<file path="src/core/capw_pkg.sv">
// Purpose: constants and types for the counter array 8-bit pulse block
// Assumes: APB register access, byte address is four times a register index
// Notes:   state of the block is one packed struct, capw_state_t
package capw_pkg;

	localparam int NCH = 3;

	// printed register indices of the compare bytes, channel 0 in slot 0
	localparam logic [2:0][7:0] IDX_CMP_LO = {8'hEB, 8'hE9, 8'hFB};
	localparam logic [2:0][7:0] IDX_CMP_HI = {8'hEC, 8'hEA, 8'hFC};
	// block-local control and status registers
	localparam logic [7:0] IDX_MODE0    = 8'h10;
	localparam logic [7:0] IDX_PCFG     = 8'h13;
	localparam logic [7:0] IDX_CTRL     = 8'h14;
	localparam logic [7:0] IDX_INT_STAT = 8'h15;
	localparam logic [7:0] IDX_INT_MASK = 8'h16;

	// module mode register fields
	localparam int MODE_PULSE_SEL = 0;
	localparam int MODE_MATCH_EN  = 1;
	localparam int MODE_CMP_EN    = 2;
	localparam int MODE_EVT_FLAG  = 3;
	// pulse config register fields
	localparam int PCFG_CYCLE_LENGTH_SELECT_LSB = 0;
	localparam int PCFG_RELOAD_ACCESS_SELECT     = 5;
	localparam int PCFG_CYCLE_OVERFLOW_FLAG      = 7;
	// control register fields
	localparam int CTRL_RUN       = 0;
	localparam int CTRL_CNT_LSB   = 8;
	// interrupt status bit of the cycle overflow event
	localparam int INT_OVF        = 3;

	localparam logic [2:0]  CYCLE_LENGTH_SELECT_8BIT  = 3'h0;
	localparam logic [7:0]  BYTE_RESET  = 8'h00;
	localparam logic [7:0]  CNT_WRAP    = 8'hFF;
	localparam logic [15:0] RELOAD_RST  = 16'h0000;

	typedef struct packed {
		logic [7:0]            cnt;       // counter low byte
		logic [2:0][7:0]       cmp_lo;
		logic [2:0][7:0]       cmp_hi;
		logic [2:0][15:0]      reload;    // auto-reload value, wider modes
		logic [2:0]            cmp_en;
		logic [2:0]            pulse_sel;
		logic [2:0]            match_en;
		logic [2:0]            evt_flag;
		logic [2:0]            cycle_length_select;
		logic                  reload_access_select;
		logic                  cycle_overflow_flag;
		logic                  run;
		logic [2:0]            pin;
		logic [3:0]            int_stat;
		logic [3:0]            int_mask;
		logic                  irq;
		logic [31:0]           rdata;
	} capw_state_t;

endpackage

</file>
<file path="src/core/capw_pwm8.sv">
// Purpose: 8-bit pulse mode of a three channel counter array, APB slave
// Assumes: one clock; an enabled counter clock is a cycle with run set
// Notes:   zero wait APB; read data captured in the setup cycle
// What this block does
// - counter low byte equal to compare low byte drives pulse pin high
// - counter low byte overflow drives pulse pin low
// - on wrap FF to 00 a channel in pulse mode copies its high byte into the low byte
// - pulse mode needs comparator enable, pulse select, cycle length 000b
// - with match flag enable, each match sets the channel event flag
// - every low byte overflow sets the cycle overflow flag
// - a write to compare low byte clears comparator enable
// - a write to compare high byte sets comparator enable
// - high fraction is (256 - high byte)/256; zero means always high
// - comparator enable cleared gives a continuously low output
// - reload access select steers compare addresses to the reload value
// - low byte is the live 8-bit compare, high byte its reload value; both reset zero
`timescale 1ns/1ps
module capw_pwm8
	import capw_pkg::*;
(
	// clock and reset
	input  wire logic        i_clk,
	input  wire logic        i_rst_n,
	// apb slave
	input  wire logic        i_psel,
	input  wire logic        i_penable,
	input  wire logic        i_pwrite,
	input  wire logic [31:0] i_paddr,
	input  wire logic [31:0] i_pwdata,
	output logic      [31:0] o_prdata,
	output logic             o_pready,
	output logic             o_pslverr,
	// pulse pins and interrupt
	output logic      [2:0]  o_pulse_output_pin,
	output logic             o_irq
);

	capw_state_t q_r;
	capw_state_t q_nxt;

	// bus decode
	logic [7:0] idx;
	logic       aligned;
	logic       setup;
	logic       wr;
	logic       hit;
	logic [2:0] wr_lo;
	logic [2:0] wr_hi;
	logic [2:0] wr_mode;
	logic [2:0] active;
	logic [2:0] match;
	logic [7:0] cnt_inc;
	logic       wrap;
	logic       tick;
	logic [2:0] evt_set;

	// the index is the word address; the compare bytes keep their
	// printed numbers as indices, so software uses four times them
	assign idx     = i_paddr[9:2];
	assign aligned = (i_paddr[31:10] == 22'h0) && (i_paddr[1:0] == 2'h0);
	assign setup   = i_psel && !i_penable;
	assign wr      = i_psel && i_penable && i_pwrite;
	assign tick    = q_r.run;
	assign cnt_inc = q_r.cnt + 8'h01;
	assign wrap    = tick && (q_r.cnt == CNT_WRAP);

	// per channel address match and mode qualification
	always_comb begin
		hit = (idx == IDX_PCFG) || (idx == IDX_CTRL) ||
			(idx == IDX_INT_STAT) || (idx == IDX_INT_MASK);
		for (int c = 0; c < NCH; c++) begin
			wr_lo[c]   = wr && aligned && (idx == IDX_CMP_LO[c]);
			wr_hi[c]   = wr && aligned && (idx == IDX_CMP_HI[c]);
			wr_mode[c] = wr && aligned && (idx == IDX_MODE0 + 8'(c));
			hit = hit || (idx == IDX_CMP_LO[c]) || (idx == IDX_CMP_HI[c]) ||
				(idx == IDX_MODE0 + 8'(c));
			active[c] = q_r.cmp_en[c] && q_r.pulse_sel[c] &&
				(q_r.cycle_length_select == CYCLE_LENGTH_SELECT_8BIT);
			// compare against the next count so high time is 256 - high byte
			match[c]  = tick && active[c] && !wrap &&
				(cnt_inc == q_r.cmp_lo[c]);
			// an event is a match, or the wrap when the high byte is zero
			evt_set[c] = q_r.match_en[c] && (match[c] ||
				(wrap && active[c] && q_r.cmp_hi[c] == BYTE_RESET));
		end
		hit = hit && aligned;
	end

	// next state: counter, pins, flags, registers
	always_comb begin
		q_nxt = q_r;
		if (tick) begin
			q_nxt.cnt = cnt_inc;
		end
		for (int c = 0; c < NCH; c++) begin
			if (!active[c]) begin
				q_nxt.pin[c] = 1'b0;
			end else if (wrap) begin
				q_nxt.cmp_lo[c] = q_r.cmp_hi[c];
				// a zero high byte matches at 00, so the pin never falls
				q_nxt.pin[c] = (q_r.cmp_hi[c] == BYTE_RESET);
			end else if (match[c]) begin
				q_nxt.pin[c] = 1'b1;
			end
			// software clears the event flag by writing zero to it
			if (wr_mode[c]) begin
				q_nxt.pulse_sel[c] = i_pwdata[MODE_PULSE_SEL];
				q_nxt.match_en[c]  = i_pwdata[MODE_MATCH_EN];
				q_nxt.cmp_en[c]    = i_pwdata[MODE_CMP_EN];
				if (!i_pwdata[MODE_EVT_FLAG]) begin
					q_nxt.evt_flag[c] = 1'b0;
				end
			end
			// the enable side effect applies whichever byte reload_access_select exposes
			if (wr_lo[c]) begin
				q_nxt.cmp_en[c] = 1'b0;
				if (q_r.reload_access_select) begin
					q_nxt.reload[c][7:0] = i_pwdata[7:0];
				end else begin
					q_nxt.cmp_lo[c] = i_pwdata[7:0];
				end
			end
			if (wr_hi[c]) begin
				q_nxt.cmp_en[c] = 1'b1;
				if (q_r.reload_access_select) begin
					q_nxt.reload[c][15:8] = i_pwdata[7:0];
				end else begin
					q_nxt.cmp_hi[c] = i_pwdata[7:0];
				end
			end
			// the set wins over a clear in the same cycle; a zero high
			// byte matches at 00, so its event rides on the wrap
			if (evt_set[c]) begin
				q_nxt.evt_flag[c] = 1'b1;
				q_nxt.int_stat[c] = 1'b1;
			end
		end
		// shared config and control
		if (wr && aligned && idx == IDX_PCFG) begin
			q_nxt.cycle_length_select = i_pwdata[PCFG_CYCLE_LENGTH_SELECT_LSB +: 3];
			q_nxt.reload_access_select = i_pwdata[PCFG_RELOAD_ACCESS_SELECT];
			if (!i_pwdata[PCFG_CYCLE_OVERFLOW_FLAG]) begin
				q_nxt.cycle_overflow_flag = 1'b0;
			end
		end
		if (wr && aligned && idx == IDX_CTRL) begin
			q_nxt.run = i_pwdata[CTRL_RUN];
		end
		if (wr && aligned && idx == IDX_INT_MASK) begin
			q_nxt.int_mask = i_pwdata[3:0];
		end
		// write one to clear; an event of the same cycle sets again,
		// the overflow bit is set again just below
		if (wr && aligned && idx == IDX_INT_STAT) begin
			q_nxt.int_stat      = q_nxt.int_stat & ~i_pwdata[3:0];
			q_nxt.int_stat[2:0] = q_nxt.int_stat[2:0] | evt_set;
		end
		if (wrap) begin
			q_nxt.cycle_overflow_flag = 1'b1;
			q_nxt.int_stat[INT_OVF] = 1'b1;
		end
		q_nxt.irq = |(q_nxt.int_stat & q_nxt.int_mask);
		// read data is captured in the setup cycle, ready in the access cycle
		if (setup) begin
			q_nxt.rdata = 32'h0000_0000;
			for (int c = 0; c < NCH; c++) begin
				if (idx == IDX_CMP_LO[c]) begin
					q_nxt.rdata[7:0] = q_r.reload_access_select ? q_r.reload[c][7:0] :
						q_r.cmp_lo[c];
				end
				if (idx == IDX_CMP_HI[c]) begin
					q_nxt.rdata[7:0] = q_r.reload_access_select ? q_r.reload[c][15:8] :
						q_r.cmp_hi[c];
				end
				if (idx == IDX_MODE0 + 8'(c)) begin
					q_nxt.rdata[MODE_PULSE_SEL] = q_r.pulse_sel[c];
					q_nxt.rdata[MODE_MATCH_EN]  = q_r.match_en[c];
					q_nxt.rdata[MODE_CMP_EN]    = q_r.cmp_en[c];
					q_nxt.rdata[MODE_EVT_FLAG]  = q_r.evt_flag[c];
				end
			end
			if (idx == IDX_PCFG) begin
				q_nxt.rdata[PCFG_CYCLE_LENGTH_SELECT_LSB +: 3] = q_r.cycle_length_select;
				q_nxt.rdata[PCFG_RELOAD_ACCESS_SELECT]          = q_r.reload_access_select;
				q_nxt.rdata[PCFG_CYCLE_OVERFLOW_FLAG]           = q_r.cycle_overflow_flag;
			end
			if (idx == IDX_CTRL) begin
				q_nxt.rdata[CTRL_RUN]          = q_r.run;
				q_nxt.rdata[CTRL_CNT_LSB +: 8] = q_r.cnt;
			end
			if (idx == IDX_INT_STAT) begin
				q_nxt.rdata[3:0] = q_r.int_stat;
			end
			if (idx == IDX_INT_MASK) begin
				q_nxt.rdata[3:0] = q_r.int_mask;
			end
			if (!aligned) begin
				q_nxt.rdata = 32'h0000_0000;
			end
		end
	end

	// state register, every field resets to a constant
	always_ff @(posedge i_clk or negedge i_rst_n) begin
		if (!i_rst_n) begin
			q_r          <= '0;
			q_r.cmp_lo   <= {NCH{BYTE_RESET}};
			q_r.cmp_hi   <= {NCH{BYTE_RESET}};
			q_r.reload   <= {NCH{RELOAD_RST}};
		end else begin
			q_r <= q_nxt;
		end
	end

	// zero wait slave; unmapped addresses answer with an error
	assign o_pready           = 1'b1;
	assign o_pslverr          = i_psel && i_penable && !hit;
	assign o_prdata           = q_r.rdata;
	assign o_pulse_output_pin = q_r.pin;
	assign o_irq              = q_r.irq;

	// the same pin and enable rules on every channel
	for (genvar g = 0; g < NCH; g++) begin : g_chk

	end
endmodule // capw_pwm8

</file>
<file path="config.mk">
export PLATFORM = sky130hd
export DESIGN_NAME = capw_pwm8
export DESIGN_NICKNAME = d
export VERILOG_FILES = /design/src/core/capw_pkg.sv /design/src/core/capw_pwm8.sv
export SDC_FILE = /design/constraint.sdc
export NUM_CORES = 1
export LEC_CHECK = 0
export BUFFER_PORTS_ARGS = -buffer_cell sky130_fd_sc_hd__buf_4
export CAP_MARGIN = 20
export CORE_AREA = 4 4 151 116
export CTS_CLUSTER_DIAMETER = 50
export CTS_CLUSTER_SIZE = 8
export DETAILED_ROUTE_END_ITERATION = 8
export DIE_AREA = 0 0 155 120
export GPL_ROUTABILITY_DRIVEN = 1
export GPL_TIMING_DRIVEN = 0
export PLACE_DENSITY = 0.76
export SLEW_MARGIN = 30
export SYNTH_ARGS = -nofsm -noshare
export SYNTH_HDL_FRONTEND = slang
export SYNTH_SLANG_ARGS = --single-unit
</file>
<file path="constraint.sdc">
create_clock -name i_clk -period 2.45 [get_ports i_clk]
set_input_delay 0.3675 -clock i_clk [delete_from_list [all_inputs] [get_ports i_clk]]
set_output_delay 0.3675 -clock i_clk [all_outputs]
set_load 0.03 [all_outputs]
</file>
---- Word level (Yosys, flattened, before mapping) ----
Index checks and enable logic that the tools add are counted.
storage, ports and cells
  register bits ........................... 166
  latch bits .............................. 0
  bits in writable memories ............... 0
  ROM bits ................................ 0
  input port bits ......................... 69
  output and inout port bits .............. 38
  logic and storage cells ................. 226
  memories kept ........................... 0
operators by class
  $add $sub $neg .......................... 1
  $mul .................................... 0
  divide/modulo/power cells ............... 0
  magnitude comparators ................... 0
  equality and inequality tests ........... 24
  shift operators ......................... 0
  mux-type cells .......................... 70
  bitwise gates (word level) .............. 5
  reduce and logical (&&, ||, !) cells .... 90
operator list
  cell                 count
  $mux 8               26
  $eq 8x5->1 const B   7
  $eq 8x8->1 const B   7
  $logic_and 1x1->1    45
  $mux 1               35
  $mux 4               7
  $reduce_and 2->1     13
  $eq 8x8->1           3
  $logic_not 8->1      3
  $logic_not 22->1     1
  $mux 16              1
  $logic_or 1x1->1     15
  $ne 3x1->1 const B   3
  $reduce_bool 3->1    3
  $add 8x1->8 const B  1
  $and 4x4->4          2
  $ne 2x1->1 const B   4
  $reduce_bool 2->1    4
  $not 4->4            1
  $reduce_or 4->1      1
  $logic_not 1->1      3
  $logic_not 3->1      1
  $mux 3               1
  $or 3x3->3           1
  2 further kinds      2

---- Longest topological paths before layout ----
Gate-level depths: netlist (run 1).
  word-level depth ........................ 16
  depth in mapped cells ................... 9

---- Least setup slack after synthesis (run 1) ----
OpenSTA, ideal clock, no wires.
  path kind ............................... register to register
  from .................................... reg q_r[159] (netlist name)
  to ...................................... reg q_r (netlist bit o_irq)
  setup time .............................. 0.090 ns
  data arrival time ....................... 2.260 ns
  required time ........................... 2.360 ns
  slack ................................... 0.100 ns
  stages on the path, launching flop included .. 10
  path buffers ............................ 1
  clock period less this slack ............ 2.350 ns
  path through ............................ dfrtp_1 ha_1 and3_1 clkbuf_1 and3_1 xnor2_1 o221ai_1 o41ai_1 a21boi_0 o2111ai_1
RTL lines
  element                 line              RTL
  start, declared         capw_pwm8.sv:38   capw_state_t q_r;
  start signal, assigned  capw_pwm8.sv:211  q_r <= q_nxt;

==> results of run 1 <==
worst max path at each step:
stage,from,endpoint,slack [ns],depth (start not counted)
6_report,q_r[159]$_DFFE_PN0P_,o_irq$_DFF_PN0_,0.1,8
5_1_grt,q_r[158]$_DFFE_PN0P_,o_irq$_DFF_PN0_,-0.006,8
4_1_cts,q_r[46]$_DFFE_PN0P_,q_r[104]$_DFFE_PN0P_,-0.09,5
3_5_place_dp,q_r[159]$_DFFE_PN0P_,o_irq$_DFF_PN0_,-0.80,9
3_3_place_gp,q_r[46]$_DFFE_PN0P_,o_prdata[6]$_DFFE_PN0P_,-1.05,7
2_1_floorplan,q_r[159]$_DFFE_PN0P_,o_irq$_DFF_PN0_,0.10,9
sequential cells by signal, summed over array words and instances (netlist names):
name and count:
tick 1, o_pulse_output_pin 3, q_r 129, o_irq 1, o_prdata 16
cells by family (layout without fill, tap and decap cells):
kind of cell | Yosys count | count (layout) | synth area share (%)
compound gates | 144 | 144 | 10.7
xor+xnor | 31 | 31 | 4.58
fa+ha+maj | 1 | 1 | 0.150
buf+inv | 88 | 184 | 5.76
flops | 150 | 150 | 44.9
mux | 157 | 157 | 20.2
other cells | 2 | 18 | 0.0898
simple gates | 228 | 228 | 13.6
routing by layer:
| layer | part of all wire, % | vias to the layer above | wire, um |
|---|---|---|---|
| met3 | 13 | 55 | 3300 |
| met4 | 2.4 | 0 | 599 |
| met1 | 41 | 3348 | 10300 |
| li1 | - | 3056 | - |
| met5 | 0 | - | 0 |
| met2 | 43 | 413 | 10700 |
worst reg2reg max path, stage by stage, from the launching register on:
cell and delay, ns:
dfrtp_2 0.45, ha_4 0.20, and3_4 0.23, and3_1 0.24, xnor2_1 0.20, o221ai_2 0.15, o41ai_4 0.47, a21boi_2 0.12
o2111ai_1 0.21
cell usage after synthesis (all sizes together) (12+ instances only):
cell type,number,area (um^2)
mux2,93,1050
mux2i,64,641
xnor2,14,123
o21ai,33,165
o22ai,15,93.8
nor4,12,75.1
nor3,13,76.3
dfrtp,150,3750
nand2,54,203
clkbuf,30,114
a21oi,48,240
nor2,65,249
nand3,25,125
buf,52,345
area by class of cell:
type | count | area (um^2)
Buffer | 81 | 485
Inverter | 6 | 22.5
Timing Repair Buffer | 65 | 518
Tap cell | 210 | 263
Multi-Input combinational cell | 578 | 4390
Clock inverter | 14 | 169
Fill cell | 1290 | 5920
Clock buffer | 18 | 439
Sequential cell | 150 | 3750
Antenna cell | 1 | 2.50
what timing repair did:
action                     CTS  global route
cloned                       0             0
hold endpoints to repair    80             0
pin swaps                    1             3
hold buffers                 1             0
gates resized for setup     25            39
setup buffers                0             2
setup endpoints to repair  108           105
power groups by stage:
stage                     clock (mW)  combinational [mW]  sequential, mW
after floorplan                    0               0.111            2.52
after global placement             0               0.256            2.52
after detailed placement           0               0.265            2.52
after CTS                       2.68               0.268            2.48
after global routing            2.81               0.295            2.47
final                           2.69               0.272            2.48
stage by stage:
step	cells	hold WS [ns]	cell area (um^2)
after floorplan	816	0.0719	8420
after global placement	1087	0.463	9140
after detailed placement	1088	0.398	9180
after CTS	1120	0.195	9900
after global routing	1122	0.189	10000
final	1123	0.191	10000
==> reports/results.ini, run 1 <==
[setup_path]
r2r_start=q_r[159]$_DFFE_PN0P_
crit_fanout=9
crit_family=compound AO/OA/AOI/OAI gates
cp-start-kind=flip-flop
cp-end-kind=flip-flop
path_class=flip-flop to flip-flop
worstReg2RegEnd=o_irq$_DFF_PN0_
r2r_setup_slack_ns=0.1
slowest_stage=o41ai_4
r2r_cells=8
path_cells=ha_4 > and3_4 > and3_1 > xnor2_1 > o221ai_2 > o41ai_4 > a21boi_2 > o2111ai_1
crit_required_ns=2.79
cp.arrival_ns=2.69
cpPeakStageDelay_ns=0.47
path_buf_inv=0

[cts]
h-tree-depth=4
cts_tree=done
cts.path.max_buffers=2
numCtsBuffers=17
cts_root_buffer=clkbuf_16
clk_pin_slew_ns=0.07
cts_sinks=150
insertion_delay_ns=0.43

[route]
drc=0
drt_first_iter_violations=829
wirelength_mm=24.9
drt_first_pass_iters=5
route.detailed.wl_per_inst_um=22.2
antenna_left=0
vias=6872
viasPerCell=6.12

[synth]
avgSynthCellArea_um2=10.4
synth_edf_count=0
yosys_warnings=0
syn-cell-area_um2=8360
ys_seq_area_share_pct=44.9
postSynthCellCount=801
synthDistinctLibCells=60
async_flop_share_pct=100
synth_seq_cells=150
synthFlopType=dfrtp_1

[floorplanning]
coreArea_um2=16000
dieArea_um2=18600
die_w_um=155
rows=40
num_io_pins=107
initial_core_util_pct=52.4
die_h_um=120

[final_layout]
final_common_cell=dfrtp_1
fin_nets=969
layout-drive-gt1-share_pct=31.1
final_cell_mix=149 x dfrtp_1, 101 x buf_4, 93 x mux2_2
fin_util_pct=62.9
area_growth_pct=20.1

[timing]
hold_viol_final=0
tightest_slew_ns=0.727
fin_ws_ns=0.0951
min_period_over_period_pct=96.1
fin_tns_setup_ns=0
maxSlewHeadroom_pct=51.5
slew_violations=0
setup_viol=0
fin_crit_ns=2.35
fmax_ghz=0.425
skew_ns=0.00907

[placed_design]
finalWeightedCongestion=0.974
dpl.hpwl_mm=17.9
io_buffer_count=61
dp_slack_ns=-0.798

[power_and_ir_drop]
power_mw=5.44
power.leakage_nw=4.45
p_per_area_nw_per_um2=541
intPower_mw=4.13
switching_share_pct=24.1
seq_power_share_pct=45.5
p_sw_mw=1.31
max-vdd-ir-drop_v=0.000495
p_clk_share_pct=49.4
power_frac_comb_pct=5.0

[run_status]
outcome=completed

[min_path]
min_path_cells=2
min_to=q_r[92]$_DFFE_PN0P_
hold_start=i_pwdata[6]
min_path_type=input port to flip-flop

[global_routing]
grt_usage_pct=26.5
grt.met3_usage_pct=9.66
grt_use_met1_pct=38.0
grt_use_met2_pct=37.6
gr-max-usage-layer=met1
grt_pass1_vias=6552
grt_max_degree=82
grt_pass1_wl_mm=37.7
overflow=0
antenna_found_initial=0

[run]
drv_cap=0

Note: power is estimated with default switching activity, not from simulation.
==> run 2: changes to the inputs <==
- CORE_AREA: 4 4 151 116 -> 4 4 143 111
- DIE_AREA: 0 0 155 120 -> 0 0 147 115
- PLACE_DENSITY: 0.76 -> 0.8
- clock period: 2.45 -> 2.7 ns (I/O delays scaled with it)
==> reports/results.ini, run 2 (synthesized netlist as in run 1, its figures left out) <==
[power_and_ir_drop]
p_sw_mw=1.17  ; was 1.31 mW
max-vdd-ir-drop_v=0.000428  ; was 0.000495 V
p_per_area_nw_per_um2=487  ; was 541 nW/um^2
seq_power_share_pct=46.9  ; was 45.5%
switching_share_pct=24.5  ; was 24.1%
power.leakage_nw=4.40  ; was 4.45 nW
p_clk_share_pct=48.1  ; was 49.4%
power_mw=4.79  ; was 5.44 mW
power_frac_comb_pct=5.0  ; about the same
intPower_mw=3.62  ; was 4.13 mW

[timing]
hold_viol_final=11  ; was 0
slew_violations=0  ; unchanged
rsz0062_at_grt=yes
min_period_over_period_pct=98.4  ; was 96.1%
maxSlewHeadroom_pct=52.3  ; was 51.5%
fmax_ghz=0.376  ; was 0.425 GHz
tightest_slew_ns=0.715  ; was 0.727 ns
fin_ws_ns=0.0435  ; was 0.0951 ns
fin_crit_ns=2.66  ; was 2.35 ns
finalHoldWorstSlack_ns=-0.0158  ; was 0.191 ns
setup_viol=0  ; unchanged
skew_ns=0.00918  ; was 0.00907 ns

[route]
top_layer_used=met5  ; was met4
viasPerCell=6.14  ; was 6.12
vias=6813  ; was 6872
drt_first_pass_iters=5  ; unchanged
antenna_left=0  ; unchanged
drt_first_iter_violations=742  ; was 829
route.detailed.wl_per_inst_um=21.6  ; was 22.2 um
met2_length_mm=10.5  ; was 10.7 mm
wirelength_mm=23.9  ; was 24.9 mm
dr_wl_met3_mm=2.70  ; was 3.30 mm
drc=0  ; unchanged
wl_met1_mm=10.2  ; was 10.3 mm

[global_routing]
grt_pass1_wl_mm=37.6  ; was 37.7 mm
grt_max_degree=85  ; was 82
grt_pass1_vias=6635  ; was 6552
overflow=0  ; unchanged
grt_usage_pct=28.9  ; was 26.5%
antenna_found_initial=1  ; was 0

[placed_design]
finalWeightedCongestion=0.996  ; was 0.974
dp_slack_ns=-0.477  ; was -0.798 ns
dpl.hpwl_mm=17.8  ; was 17.9 mm
io_buffer_count=61  ; unchanged

[setup_path]
crit_fanout=10  ; was 9
crit_family=buffers and inverters  ; was compound AO/OA/AOI/OAI gates
path_cells=buf_2 > buf_2 > clkbuf_1 > nand3_1 > mux2_2  ; was ha_4 > and3_4 > and3_1 > xnor2_1 > o221ai_2 > o41ai_4 > a21boi_2 > o2111ai_1
slowest_stage=nand3_1  ; was o41ai_4
r2r_setup_slack_ns=0.04  ; was 0.1 ns
cp.depth=5  ; was 8
r2r_cells=5  ; was 8
cp.arrival_ns=2.95  ; was 2.69 ns
cp-start-kind=flip-flop  ; unchanged
cpPeakStageDelay_ns=0.56  ; was 0.47 ns
r2r_start=q_r[46]$_DFFE_PN0P_  ; was q_r[159]$_DFFE_PN0P_
path_buf_inv=3  ; was 0
crit_required_ns=3.00  ; was 2.79 ns
path_class=flip-flop to flip-flop  ; unchanged
worstReg2RegEnd=q_r[80]$_DFFE_PN0P_  ; was o_irq$_DFF_PN0_
cp-end-kind=flip-flop  ; unchanged
crit_top_cell=buf_2

[final_layout]
fill_cells=1075  ; was 1290
fin_util_pct=68.7  ; was 62.9%
final_common_cell=dfrtp_1  ; unchanged
top_register=q_r  ; unchanged
layout-drive-gt1-share_pct=28.7  ; was 31.1%
antenna_cells=0  ; was 1
fin_nets=966  ; was 969
largest_reg_flops=129  ; unchanged
area_growth_pct=17.6  ; was 20.1%
final_cell_mix=150 x dfrtp_1, 97 x buf_4, 93 x mux2_2  ; was 149 x dfrtp_1, 101 x buf_4, 93 x mux2_2

[cts]
numCtsBuffers=17  ; unchanged
cts_tree=done  ; unchanged
cts_setup_buffers=0  ; unchanged
clk_pin_slew_ns=0.07  ; about the same
cts_root_buffer=clkbuf_16  ; unchanged
cts.path.max_buffers=2  ; unchanged
insertion_delay_ns=0.42  ; was 0.43 ns
cts_sinks=150  ; unchanged
h-tree-depth=4  ; unchanged

[run_status]
violations=negative hold slack
outcome=finished, violations left  ; was completed

[floorplanning]
coreArea_um2=14300  ; was 16000 um^2
initial_core_util_pct=58.4  ; was 52.4%
die_w_um=147  ; was 155 um
dieArea_um2=16900  ; was 18600 um^2
die_h_um=115  ; was 120 um
num_io_pins=107  ; unchanged
rows=38  ; was 40

[min_path]
min_path_type=input port to asynchronous set/reset pin  ; was input port to flip-flop

[run]
drv_cap=0  ; unchanged

==> run 2: cell count changes in the layout (fill, tap and decap cells not counted), sizes merged <==
| cell | previous run | this run |
|---|---|---|
| bufinv | 2 | 1 |
| dlygate4sd3 | 1 | 0 |
| clkinvlp | 0 | 1 |
| inv | 11 | 12 |
| clkbuf | 50 | 47 |
| diode | 1 | 0 |
==> run 2: how the worst max path moves through the flow <==
stage / slack [ns] / end / start
2_1_floorplan: 0.35 / o_irq$_DFF_PN0_ / q_r[159]$_DFFE_PN0P_
3_3_place_gp: -1.08 / o_prdata[4]$_DFFE_PN0P_ / q_r[46]$_DFFE_PN0P_
5_1_grt: -0.03 / q_r[80]$_DFFE_PN0P_ / q_r[46]$_DFFE_PN0P_
3_5_place_dp: -0.48 / o_irq$_DFF_PN0_ / q_r[159]$_DFFE_PN0P_
6_report: 0.04 / q_r[80]$_DFFE_PN0P_ / q_r[46]$_DFFE_PN0P_
4_1_cts: 0.04 / o_irq$_DFF_PN0_ / q_r[159]$_DFFE_PN0P_
==> run 2: area by class of cell <==
type / instances / area [um^2] / area share (%)
inverters: 6 / 22.5 / 0.229
well taps: 200 / 250 / 2.54
clock buffers: 17 / 425 / 4.33
plain buffers: 81 / 463 / 4.71
clock inverters: 15 / 145 / 1.48
repair buffers: 62 / 493 / 5.01
flip-flops and latches: 150 / 3750 / 38.2
multi-input cells: 578 / 4280 / 43.5
==> run 2: routing by layer <==
layer / vias to the layer above / GRT usage [%]
met3: 51 / 9.57
li1: 3055 / -
met2: 362 / 42.5
met4: 2 / 8.38
met5: - / 0
met1: 3343 / 41.3
==> run 2: stage by stage <==
stage / cell area (um^2) / cells / setup TNS [ns] / hold slack [ns]
after global routing: 9830 / 1109 / -0.245 / 0.0273
after global placement: 9130 / 1077 / -14.46 / 0.464
after floorplan: 8420 / 816 / 0 / 0.109
final: 9830 / 1109 / 0 / -0.0158
after detailed placement: 9180 / 1078 / -14.70 / 0.453
after CTS: 9810 / 1109 / 0 / 0.00866
==> run 2: worst reg2reg max path: cells and delay by family (launching register included) <==
family	cells	cell delay, ns
buffers and inverters	3	1.09
AND/OR/NAND/NOR	1	0.56
multiplexers	1	0.46
flip-flops	1	0.43
==> run 2: what timing repair did <==
item	4_1_cts	5_1_grt
endpoints found under the setup margin	57	17
cloned	0	0
hold buffers	0	0
gates resized for setup	11	5
pin swaps	0	1
==> run 2: power by group through the flow <==
stage	registers [mW]	logic, mW	clock network, mW
final	2.25	0.239	2.31
after global routing	2.25	0.260	2.44
after CTS	2.25	0.238	2.33
after detailed placement	2.29	0.237	0
after global placement	2.29	0.228	0
after floorplan	2.29	0.101	0
